### config.mk
export PLATFORM = sky130hd
export DESIGN_NAME = flash_erase_ctrl
export DESIGN_NICKNAME = d
export VERILOG_FILES = /design/src/include/flash_erase_pkg.sv /design/src/include/frame_if.sv /design/src/rtl/serial_frame_rx.sv /design/src/rtl/erase_timer.sv /design/src/rtl/flash_erase_ctrl.sv
export SDC_FILE = /design/constraint.sdc
export NUM_CORES = 1
export LEC_CHECK = 0
export ABC_AREA = 1
export BUFFER_PORTS_ARGS = -buffer_cell sky130_fd_sc_hd__clkbuf_2
export CAP_MARGIN = 20
export CORE_ASPECT_RATIO = 0.75
export CORE_MARGIN = 2
export CORE_UTILIZATION = 40
export DETAILED_ROUTE_END_ITERATION = 6
export SYNTH_ARGS = -nofsm -noshare
export SYNTH_HDL_FRONTEND = slang
export SYNTH_HIERARCHICAL = 1
export SYNTH_SLANG_ARGS = --single-unit
### constraint.sdc
create_clock -name sys_clk -period 6 [get_ports sys_clk]
set_input_delay 0.6 -clock sys_clk [delete_from_list [all_inputs] [get_ports sys_clk]]
set_output_delay 0.6 -clock sys_clk [all_outputs]
set_load 0.01 [all_outputs]
### src/include/flash_erase_pkg.sv
// Constants shared by the erase and power control block of the serial flash.
// Assumes a single 250 MHz system clock sampling all serial pins.
package flash_erase_pkg;

    // System clock period in picoseconds.
    localparam int unsigned CLK_PERIOD_PS = 4000;

    // Opcodes, most significant bit first on the serial input.
    localparam logic [7:0] OP_WRITE_ENABLE = 8'h06;
    localparam logic [7:0] OP_PAGE_ERASE   = 8'hDB;
    localparam logic [7:0] OP_BLOCK_ERASE  = 8'hD8;
    localparam logic [7:0] OP_DEEP_SLEEP   = 8'hB9;
    localparam logic [7:0] OP_WAKE         = 8'hAB;

    // Frame lengths in serial clock rising edges.
    localparam int unsigned BITS_OPCODE  = 8;
    localparam int unsigned BITS_ADDRESS = 32;

    // Address layout: bits 23..18 are ignored.
    localparam int unsigned ADDR_USED_MSB = 17;
    localparam int unsigned PAGE_LSB      = 8;
    localparam int unsigned SECTOR_LSB    = 16;
    localparam int unsigned PAGE_W        = ADDR_USED_MSB - PAGE_LSB + 1;
    localparam int unsigned SECTOR_W      = ADDR_USED_MSB - SECTOR_LSB + 1;

    // Hardware protected region: the bottom sector.
    localparam logic [SECTOR_W-1:0] PROT_SECTOR = 2'h0;

    // Erased byte value.
    localparam logic [7:0] ERASED_BYTE = 8'hFF;

    // Timing figures in their printed units.
    localparam int unsigned PAGE_ERASE_TIME_US      = 10000;
    localparam int unsigned BLOCK_ERASE_TIME_US     = 2000000;
    localparam int unsigned SLEEP_ENTRY_DELAY_US    = 3;
    localparam int unsigned WAKE_RECOVERY_DELAY_US  = 30;
    localparam int unsigned WRITE_LOCKOUT_DELAY_MS  = 1;

    // Least times round up to whole clock cycles.
    function automatic longint unsigned ps_to_cyc(input longint unsigned ps);
        return (ps + CLK_PERIOD_PS - 1) / CLK_PERIOD_PS;
    endfunction
    localparam longint unsigned PAGE_ERASE_CYC    = ps_to_cyc(64'(PAGE_ERASE_TIME_US) * 1000000);
    localparam longint unsigned BLOCK_ERASE_CYC   = ps_to_cyc(64'(BLOCK_ERASE_TIME_US) * 1000000);
    localparam longint unsigned SLEEP_ENTRY_CYC   = ps_to_cyc(64'(SLEEP_ENTRY_DELAY_US) * 1000000);
    localparam longint unsigned WAKE_RECOVERY_CYC = ps_to_cyc(64'(WAKE_RECOVERY_DELAY_US) * 1000000);
    localparam longint unsigned WRITE_LOCKOUT_CYC = ps_to_cyc(64'(WRITE_LOCKOUT_DELAY_MS) * 1000000000);

    // Width of the shared timer.
    localparam int unsigned TIMER_W = 32;

    // Power and cycle states.
    typedef enum logic [2:0] {
        ST_STANDBY,
        ST_ERASING,
        ST_SLEEP_ENTRY,
        ST_SLEEP,
        ST_WAKING
    } power_state_type;

    // Erase kinds.
    typedef enum logic [1:0] {
        ER_NONE,
        ER_PAGE,
        ER_BLOCK
    } erase_kind_type;

endpackage

### src/include/frame_if.sv
// Carries one decoded serial frame from the receiver to the sequencer.
// Both ends run on sys_clk.
interface frame_if;

    logic        done;
    logic [7:0]  opcode;
    logic [23:0] address;
    logic [5:0]  bit_count;
    logic        overrun;

    modport rx
    (
        output done,
        output opcode,
        output address,
        output bit_count,
        output overrun
    );

    modport seq
    (
        input done,
        input opcode,
        input address,
        input bit_count,
        input overrun
    );

endinterface

### src/rtl/serial_frame_rx.sv
// Shifts opcode and address bits in from the serial pins.
// Assumes chip select, serial clock and data are already synchronised.
module serial_frame_rx
(
    // Clock and reset
    input  wire logic sys_clk,
    input  wire logic rstn,
    // Synchronised pins
    input  wire logic sel_n,
    input  wire logic sclk,
    input  wire logic sdi,
    // Frame out
    frame_if.rx       frame
);

    logic        sclk_prev_q;
    logic        sclk_prev_d;
    logic        sel_prev_q;
    logic        sel_prev_d;
    logic [31:0] shift_q;
    logic [31:0] shift_d;
    logic [5:0]  count_q;
    logic [5:0]  count_d;
    logic        over_q;
    logic        over_d;
    logic        done_q;
    logic        done_d;

    always_comb
    begin
        sclk_prev_d = sclk;
        sel_prev_d  = sel_n;
        shift_d     = shift_q;
        count_d     = count_q;
        over_d      = over_q;
        done_d      = 1'b0;
        if (sel_n)
        begin
            count_d = 6'h00;
            over_d  = 1'b0;
            // A frame ends on the chip select rising edge.
            if (!sel_prev_q)
            begin
                done_d = 1'b1;
            end
        end
        else if (sclk && !sclk_prev_q)
        begin
            shift_d = {shift_q[30:0], sdi};
            if (count_q == 6'h3F)
            begin
                over_d = 1'b1;
            end
            else
            begin
                count_d = count_q + 6'h01;
            end
        end
    end

    always_ff @(posedge sys_clk)
    begin
        if (!rstn)
        begin
            sclk_prev_q <= 1'b0;
            sel_prev_q  <= 1'b1;
            shift_q     <= 32'h0000_0000;
            count_q     <= 6'h00;
            over_q      <= 1'b0;
            done_q      <= 1'b0;
        end
        else
        begin
            sclk_prev_q <= sclk_prev_d;
            sel_prev_q  <= sel_prev_d;
            shift_q     <= shift_d;
            count_q     <= count_d;
            over_q      <= over_d;
            done_q      <= done_d;
        end
    end

    // Counter is already zeroed when done pulses, so a held copy is exported.
    logic [5:0] last_count_q;
    logic [5:0] last_count_d;
    logic       last_over_q;
    logic       last_over_d;

    always_comb
    begin
        last_count_d = last_count_q;
        last_over_d  = last_over_q;
        if (!sel_n)
        begin
            last_count_d = count_d;
            last_over_d  = over_d;
        end
    end

    always_ff @(posedge sys_clk)
    begin
        if (!rstn)
        begin
            last_count_q <= 6'h00;
            last_over_q  <= 1'b0;
        end
        else
        begin
            last_count_q <= last_count_d;
            last_over_q  <= last_over_d;
        end
    end

    assign frame.done      = done_q;
    assign frame.bit_count = last_count_q;
    assign frame.overrun   = last_over_q;
    // Opcode sits in the low byte only for an 8 bit frame; every other bit count takes the top byte.
    assign frame.opcode    = (last_count_q == 6'd8) ? shift_q[7:0] : shift_q[31:24];
    assign frame.address   = shift_q[23:0];

endmodule

### src/rtl/erase_timer.sv
// Loadable down counter that times the self-timed cycles and delays.
// Assumes a load pulse and value from the sequencer on the same clock.
module erase_timer
#(
    parameter int unsigned WIDTH = 32
)
(
    // Clock and reset
    input  wire logic             sys_clk,
    input  wire logic             rstn,
    // Control
    input  wire logic             load,
    input  wire logic [WIDTH-1:0] value,
    // Status
    output logic                  expired
);

    logic [WIDTH-1:0] count_q;
    logic [WIDTH-1:0] count_d;
    logic             exp_q;
    logic             exp_d;

    always_comb
    begin
        count_d = count_q;
        exp_d   = 1'b0;
        if (load)
        begin
            count_d = value;
        end
        else if (count_q != '0)
        begin
            count_d = count_q - 1'b1;
            exp_d   = (count_q == {{(WIDTH-1){1'b0}}, 1'b1});
        end
    end

    always_ff @(posedge sys_clk)
    begin
        if (!rstn)
        begin
            count_q <= '0;
            exp_q   <= 1'b0;
        end
        else
        begin
            count_q <= count_d;
            exp_q   <= exp_d;
        end
    end

    assign expired = exp_q;

endmodule

### src/rtl/flash_erase_ctrl.sv
// Erase and power control sequencer of a serial flash memory.
// Assumes the serial pins are asynchronous to sys_clk and the array is outside.
module flash_erase_ctrl
#(
    parameter longint unsigned PAGE_ERASE_CYCLES  = flash_erase_pkg::PAGE_ERASE_CYC,
    parameter longint unsigned BLOCK_ERASE_CYCLES = flash_erase_pkg::BLOCK_ERASE_CYC,
    parameter longint unsigned LOCKOUT_CYCLES     = flash_erase_pkg::WRITE_LOCKOUT_CYC,
    parameter longint unsigned WAKE_CYCLES        = flash_erase_pkg::WAKE_RECOVERY_CYC
)
(
    // Clock and power-on reset
    input  wire logic                                sys_clk,
    input  wire logic                                rstn,
    // Serial pins
    input  wire logic                                sel_n_pin,
    input  wire logic                                sclk_pin,
    input  wire logic                                sdi_pin,
    // Cycles started by other instructions
    input  wire logic                                ext_cycle_busy,
    // Status
    output logic                                     busy_flag,
    output logic                                     write_enable_latch_flag,
    output logic                                     deep_sleep,
    output logic                                     write_locked,
    // Array erase request
    output logic                                     erase_req,
    output logic                                     erase_block,
    output logic [flash_erase_pkg::PAGE_W-1:0]       erase_page,
    output logic [7:0]                               erase_fill
);

    // Two flip-flop synchronisers for the three pins.
    logic [2:0] sync1_q;
    logic [2:0] sync2_q;

    always_ff @(posedge sys_clk)
    begin
        if (!rstn)
        begin
            sync1_q <= 3'h1;
            sync2_q <= 3'h1;
        end
        else
        begin
            sync1_q <= {sdi_pin, sclk_pin, sel_n_pin};
            sync2_q <= sync1_q;
        end
    end

    frame_if frame ();

    serial_frame_rx u_rx
    (
        .sys_clk (sys_clk),
        .rstn    (rstn),
        .sel_n   (sync2_q[0]),
        .sclk    (sync2_q[1]),
        .sdi     (sync2_q[2]),
        .frame   (frame)
    );

    logic                                    timer_load;
    logic [flash_erase_pkg::TIMER_W-1:0]     timer_value;
    logic                                    timer_expired;

    erase_timer
    #(
        .WIDTH (flash_erase_pkg::TIMER_W)
    )
    u_timer
    (
        .sys_clk (sys_clk),
        .rstn    (rstn),
        .load    (timer_load),
        .value   (timer_value),
        .expired (timer_expired)
    );

    flash_erase_pkg::power_state_type        state_q;
    flash_erase_pkg::power_state_type        state_d;
    logic                                    wel_q;
    logic                                    wel_d;
    logic [flash_erase_pkg::TIMER_W-1:0]     lock_q;
    logic [flash_erase_pkg::TIMER_W-1:0]     lock_d;
    logic                                    req_q;
    logic                                    req_d;
    logic                                    blk_q;
    logic                                    blk_d;
    logic [flash_erase_pkg::PAGE_W-1:0]      page_q;
    logic [flash_erase_pkg::PAGE_W-1:0]      page_d;

    // Decode of the completed frame.
    logic                                    full_addr;
    logic                                    only_op;
    logic                                    is_pe;
    logic                                    is_be;
    logic                                    is_write_enable_cmd;
    logic                                    is_sleep;
    logic                                    is_wake;
    logic                                    protected_hit;
    logic                                    cycle_running;
    logic                                    locked;
    logic [flash_erase_pkg::PAGE_W-1:0]      addr_page;
    logic [flash_erase_pkg::SECTOR_W-1:0]    addr_sector;

    always_comb
    begin
        full_addr = (frame.bit_count == 6'(flash_erase_pkg::BITS_ADDRESS)) && !frame.overrun;
        only_op   = (frame.bit_count == 6'(flash_erase_pkg::BITS_OPCODE)) && !frame.overrun;
        is_pe     = full_addr && (frame.opcode == flash_erase_pkg::OP_PAGE_ERASE);
        is_be     = full_addr && (frame.opcode == flash_erase_pkg::OP_BLOCK_ERASE);
        is_write_enable_cmd   = only_op && (frame.opcode == flash_erase_pkg::OP_WRITE_ENABLE);
        is_sleep  = only_op && (frame.opcode == flash_erase_pkg::OP_DEEP_SLEEP);
        is_wake   = only_op && (frame.opcode == flash_erase_pkg::OP_WAKE);
        addr_page   = frame.address[flash_erase_pkg::ADDR_USED_MSB:flash_erase_pkg::PAGE_LSB];
        addr_sector = frame.address[flash_erase_pkg::ADDR_USED_MSB:flash_erase_pkg::SECTOR_LSB];
        protected_hit = (addr_sector == flash_erase_pkg::PROT_SECTOR);
        cycle_running = (state_q == flash_erase_pkg::ST_ERASING) || ext_cycle_busy;
        locked        = (lock_q != '0);
    end

    always_comb
    begin
        state_d     = state_q;
        wel_d       = wel_q;
        lock_d      = locked ? lock_q - 1'b1 : lock_q;
        req_d       = 1'b0;
        blk_d       = blk_q;
        page_d      = page_q;
        timer_load  = 1'b0;
        timer_value = '0;
        case (state_q)
            flash_erase_pkg::ST_STANDBY:
            begin
                if (frame.done && !cycle_running)
                begin
                    if (is_write_enable_cmd && !locked)
                    begin
                        wel_d = 1'b1;
                    end
                    else if ((is_pe || is_be) && wel_q && !locked && !protected_hit)
                    begin
                        state_d     = flash_erase_pkg::ST_ERASING;
                        blk_d       = is_be;
                        page_d      = addr_page;
                        timer_load  = 1'b1;
                        timer_value = is_be ? flash_erase_pkg::TIMER_W'(BLOCK_ERASE_CYCLES)
                                            : flash_erase_pkg::TIMER_W'(PAGE_ERASE_CYCLES);
                    end
                    else if (is_sleep)
                    begin
                        state_d     = flash_erase_pkg::ST_SLEEP_ENTRY;
                        timer_load  = 1'b1;
                        timer_value = flash_erase_pkg::TIMER_W'(flash_erase_pkg::SLEEP_ENTRY_CYC);
                    end
                end
            end
            flash_erase_pkg::ST_ERASING:
            begin
                if (timer_expired)
                begin
                    req_d   = 1'b1;
                    wel_d   = 1'b0;
                    state_d = flash_erase_pkg::ST_STANDBY;
                end
            end
            flash_erase_pkg::ST_SLEEP_ENTRY:
            begin
                if (timer_expired)
                begin
                    state_d = flash_erase_pkg::ST_SLEEP;
                end
            end
            flash_erase_pkg::ST_SLEEP:
            begin
                if (frame.done && is_wake)
                begin
                    state_d     = flash_erase_pkg::ST_WAKING;
                    timer_load  = 1'b1;
                    timer_value = flash_erase_pkg::TIMER_W'(WAKE_CYCLES);
                end
            end
            flash_erase_pkg::ST_WAKING:
            begin
                if (timer_expired)
                begin
                    state_d = flash_erase_pkg::ST_STANDBY;
                end
            end
            default:
            begin
                state_d = flash_erase_pkg::ST_STANDBY;
            end
        endcase
    end

    always_ff @(posedge sys_clk)
    begin
        if (!rstn)
        begin
            state_q <= flash_erase_pkg::ST_STANDBY;
            wel_q   <= 1'b0;
            lock_q  <= flash_erase_pkg::TIMER_W'(LOCKOUT_CYCLES);
            req_q   <= 1'b0;
            blk_q   <= 1'b0;
            page_q  <= '0;
        end
        else
        begin
            state_q <= state_d;
            wel_q   <= wel_d;
            lock_q  <= lock_d;
            req_q   <= req_d;
            blk_q   <= blk_d;
            page_q  <= page_d;
        end
    end

    // The array is rewritten only as the cycle closes, so an aborted
    // power-down leaves the old contents rather than a half-erased range.
    assign busy_flag               = (state_q == flash_erase_pkg::ST_ERASING);
    assign write_enable_latch_flag = wel_q;
    assign deep_sleep              = (state_q == flash_erase_pkg::ST_SLEEP);
    assign write_locked            = locked;
    assign erase_req               = req_q;
    assign erase_block             = blk_q;
    assign erase_page              = page_q;
    assign erase_fill              = flash_erase_pkg::ERASED_BYTE;

endmodule

After elaboration in Yosys (flattened, before gate mapping)
Cells that the tools add are included.

cells by class
  equal/unequal tests = 21
  muxes and demuxes = 36
  reduce and logical (&&, ||, !) cells = 35
  bitwise gates (word level) = 4
  $add $sub $neg = 3

operators by type and width
  operator               count
  $mux 29                4
  $mux 32                2
  $reduce_bool 32->1     2
  $sub 32x1->32 const B  2
  $pmux 29 s2            1
  $eq 32x1->1 const B    1
  $eq 8x8->1 const B     4
  $mux 3                 7
  $mux 6                 3
  $logic_and 1x1->1      14
  $mux 1                 13
  $mux 13                1
  $eq 6x6->1 const B     2
  $pmux 3 s4             1
  $mux 10                1
  $eq 8x3->1 const B     1
  $mux 8                 1
  $ne 2x1->1 const B     4
  $reduce_and 4->1       2
  $add 6x1->6 const B    1
  $eq 3x2->1 const B     2
  $eq 6x4->1 const B     1
  $ne 2x2->1 const B     3
  $reduce_and 2->1       3
  other kinds (13)       23

word-level totals
  logic and storage cells = 117
  output and inout port bits = 24
  flip-flop bits (word level) = 136

Logic depth before layout (Yosys ltp)
  depth after elaboration = 13
  depth in mapped cells = 24

Cells and area by module
Netlist, hierarchy kept.

modules (own cells, without submodules)
  module            cells each  times used  area an instance (sq um)
  flash_erase_ctrl  474         1           3156.8
  erase_timer       375         1           2247.2
  serial_frame_rx   279         1           2163.3

Worst setup path before layout
OpenSTA, ideal clock, no wires.

  kind = register to register
  from = reg u_rx.last_count_q[5], in the netlist u_rx/frame.bit_count[5]
  to = reg u_timer.count_q[16]
  clock period less this slack = 2.863 ns
  cell stages (with the launch flop) = 22
  setup time = 0.116 ns
  data required time = 5.884 ns
  slack = 3.137 ns
  arrival = 2.746 ns
  path buffers = 3
  path through = dfxtp_1 -> nor2_1 -> nand4_2 -> buf_2 -> o21ai_1 -> nand2_1 -> nor3_1 -> nand2_1 -> nor2_1 -> nand2_2 -> nand2_2 -> inv_1 -> nand3_1 -> o21ai_0 -> nand2_1 -> nand2_1 -> buf_2 -> inv_1 -> clkbuf_1 -> nand3_1 -> o211ai_1 -> inv_1

between the ends
  cells in the longest elaborated chain, start to end = 13
  elaborated cells on any way between the ends = 34
  classes of those cells = eq/ne (7); mux (13); reduce/logical (14)

ends and longest elaborated chain
  item                                                 RTL line                                          source
  start: declaration                                   serial_frame_rx.sv:84                             logic [5:0] last_count_q;
  start signal: assignment                             serial_frame_rx.sv:109                            last_count_q <= last_count_d;
  $eq 6x4->1 *                                         serial_frame_rx.sv:118                            assign frame.opcode = (last_count_q == 6'd8) ? shift_q[7:0] : shift_q[31:24];
  $mux 8 *                                             serial_frame_rx.sv:118
  via frame.opcode[1]                                  frame_if.sv:6                                     logic [7:0] opcode;
  $eq 8x8->1 (on tied branches)                        flash_erase_ctrl.sv:110, flash_erase_ctrl.sv:111
  $logic_and 1x1->1 (on tied branches)                 flash_erase_ctrl.sv:110, flash_erase_ctrl.sv:111
  $logic_or 1x1->1                                     flash_erase_ctrl.sv:141                           else if ((is_pe || is_be) && wel_q && !locked && !protected_hit)
  $logic_and 1x1->1 (3 in series)                      flash_erase_ctrl.sv:141
  $mux 1                                               flash_erase_ctrl.sv:141
  $mux 1                                               flash_erase_ctrl.sv:137                           if (is_write_enable_cmd && !locked)
  $mux 1                                               flash_erase_ctrl.sv:135                           if (frame.done && !cycle_running)
  $pmux 1 s2 *                                         flash_erase_ctrl.sv:132                           case (state_q)
  via timer_load                                       flash_erase_ctrl.sv:62                            logic timer_load;
  $mux 32 / $reduce_bool 2->1 (equally long branches)  n/a
  end signal: assignment                               erase_timer.sv:47                                 count_q <= count_d;
  end: declaration                                     erase_timer.sv:18                                 logic [WIDTH-1:0] count_q;

The timed path passes the listed nets; every way through them passes the cells marked *.
A chain may end at the register's enable or synchronous reset.

Worst setup path after layout
  from = reg u_rx.last_count_q[2], in the netlist u_rx/frame.bit_count[2]
  to = reg u_timer.count_q[4]

The elaborated chain is that of the path after synthesis.

==> metrics.md <==
| Metric | Value |
|---|---|
| Status | `finished, final reports clean` |
| Mapped cell area | `about 7500 µm²` |
| Vias in the first global route | `approximately 6000` |
| Worst path cell trace | `nor2_1 > nand4_2 > nand2_1 > o21ai_1 > inv_1 > nand2_1 > nor3_1 > nand2_1 > nor2_1 > nand2_2 > nand2_2 > inv_1 > nand3_1 > o21ai_0 > nand2_1 > nand2_1 > buf_4 > inv_1 > o21ai_0 > o21bai_1 > o2111ai_1 > inv_1` |
| Dpl hpwl | `between 10000 and 15000 µm` |
| Worst slew margin | `43.6%` |
| Grt total ovfl | `0` |
| Pwr per Cell Area | `431 nW/µm²` |
| Worst Path Required | `6.32 ns` |
| Fin Setup TNS | `0 ns` |
| Largest net degree at the start of global routing | `between 40 and 50` |
| Crit path largest cell delay | `0.61 ns` |
| # fillers | `~1900` |
| Final Max Tran Viols | `0` |
| Most used cell, CP | `nand2_1` |
| CP arrival | `roughly 4.0 ns` |
| Hold slack | `0.360 ns` |
| Clock Root Buffer | `clkbuf_16` |
| Worst r2r dst | `u_timer/count_q[4]$_SDFFE_PN0P_` |
| Maximum fanout along the worst path | `27` |
| Starting density of the core | `40.6%` |
| Clk_lat worst skew | `between 0.4 and 0.5 ns` |
| CTS tree | `yes` |
| Most frequent cells in the layout | `nand2_1, nor2_1, dfxtp_1` |
| Drt wl/cell | `13.2 µm` |
| Critical path class | `reg -> reg` |
| Commonest non-fill, non-tap cell in the layout | `nand2_1` |
| Port Buffers | `21` |
| Endpoints failing setup | `0` |
| Worst VDD drop | `198 µV` |
| Clock slew at the register clock pins of the worst setup and hold paths | `roughly 0.06 ns` |
| CTS Sinks | `around 140` |
| Antenna diode count | `0` |
| Vias post-DR | `6837` |
| YS warnings | `6` |
| Hold Vio Cnt, Final | `0` |
| Fmax | `269 MHz` |
| Final Wtd Congestion | `0.917` |
| Fin crit share | `61.9%` |
| Layout area overhead | `9.62%` |
| Drt pass-1 iters | `6` |
| Post-synthesis average cell area | `6.70 µm²` |
| Worst reg2reg startpoint | `u_rx/frame.bit_count[2]$_SDFFE_PN0N_` |
| Cell Rows | `43` |
| Vias/cell | `roughly 5` |
| R2R Setup Slk | `2.29 ns` |
| DRC Markers | `0` |
| Io pins | `30` |
| Worst path bufs/invs | `5` |
| Postcts setup bufs | `0` |
| RSZ-0062 raised after global routing | `false` |
| Critical Path Sink Type | `register` |
| Final WL | `18300 µm` |
| Clock Tree Buf Depth | `2` |
| First-pass GRT wire length | `about 30000 µm` |
| Die span in x | `162 µm` |
| DR iter-0 viols | `562` |
| Total power | `3.52 mW` |
| Worst Skew | `around 0.0064 ns` |
| Critical Path Source Type | `register` |
| WP depth | `22` |
| CTS resizes | `0` |
| Cts bufs inserted | `17` |
| Core box area | `18400 µm²` |
| CP max-delay cell | `inv_1` |
| DRT antenna net count | `0` |
| Post-synthesis cell count | `1114` |
| Worst-margin pin slew | `about 0.85 ns` |
| Share of post-route cells with drive strength above 1 | `11.6%` |
| Critical path launch point | `u_rx/frame.bit_count[2]$_SDFFE_PN0N_` |
| Antenna violations before repair | `0` |
| Pleak | `3.57 nW` |
| Die area | `slightly below 20000 µm²` |
| Tmin final | `about 3.7 ns` |
| Area of the multi-input gates | `4010 µm²` |
| Worst setup endpoint | `u_timer/count_q[4]$_SDFFE_PN0P_` |
| Reg area | `2720 µm²` |
| Worst hold path type | `in -> reg` |
| Htree depth | `4` |
| Cts hold-fix bufs | `0` |
| Max-Cap Viols | `0` |
| FF-to-FF path depth | `22` |
| Total GRT Usage | `a little under a fifth` |
| Nets | `1134` |
| Die H | `122 µm` |
| CP top delay family | `simple AND/OR/NAND/NOR gates` |
## worst min path at each step
stage | slack, ns | from | depth (start not counted) | end
floorplan | 0.37 | u_rx/sel_prev_q$_SDFF_PN1_ | 1 | u_rx/frame.done$_SDFF_PN0_
global placement | 0.37 | u_rx/sel_prev_q$_SDFF_PN1_ | 1 | u_rx/frame.done$_SDFF_PN0_
detailed placement | 0.38 | u_rx/sel_prev_q$_SDFF_PN1_ | 1 | u_rx/frame.done$_SDFF_PN0_
CTS | 0.34 | sclk_pin | 3 | sync1_q[1]$_SDFF_PN0_
global route | 0.35 | sel_n_pin | 2 | sync1_q[0]$_SDFF_PN1_
finish | 0.36 | sdi_pin | 3 | sync1_q[2]$_SDFF_PN0_
## sequential cells by signal, summed over array words and instances (netlist names), 3 cells and up
name,flops
erase_page,10
sync1_q,3
u_rx/shift_q,32
u_timer/count_q,32
sync2_q,3
lock_q,32
state_q,3
u_rx/frame.bit_count,6
u_rx/count_q,6
## layout make-up
cell class / instances / area share, %
Timing Repair Buffer: 24 / 1.56
Clock inverter: 11 / 1.22
Clock buffer: 20 / 5.58
Multi-Input combinational cell: 825 / 49.1
Inverter: 119 / 5.52
Tap cell: 247 / 3.78
Sequential cell: 136 / 33.3
## worst min-delay path: stages
cell and delay, ns:
clkbuf_2 0.08, nand2_1 0.04, inv_1 0.04
## where the power goes
| group | total [mW] | internal, mW | switching, mW |
|---|---|---|---|
| sequential | 1.12 | 1.00 | 0.120 |
| clock | 0.995 | 0.588 | 0.408 |
| combinational | 1.40 | 0.446 | 0.959 |
| total | 3.52 | 2.04 | 1.49 |
## stage by stage
step,utilization [%],worst slack (ns),area (µm²),std cells
detailed placement,41.4,2.31,7620,1351
CTS,44.5,2.32,8180,1382
global route,44.5,1.88,8180,1382
finish,44.5,2.29,8180,1382
floorplan,-,3.14,7510,1128
global placement,41.4,2.46,7620,1351
## metal layers
layer / part of all wire [%] / GRT usage [%]
met1: 53 / 28.1
met2: 41 / 27.7
met3: 5.3 / 4.36
met4: 0.96 / 5.14
met5: 0 / 0
Power figures use the tool's default switching activity.
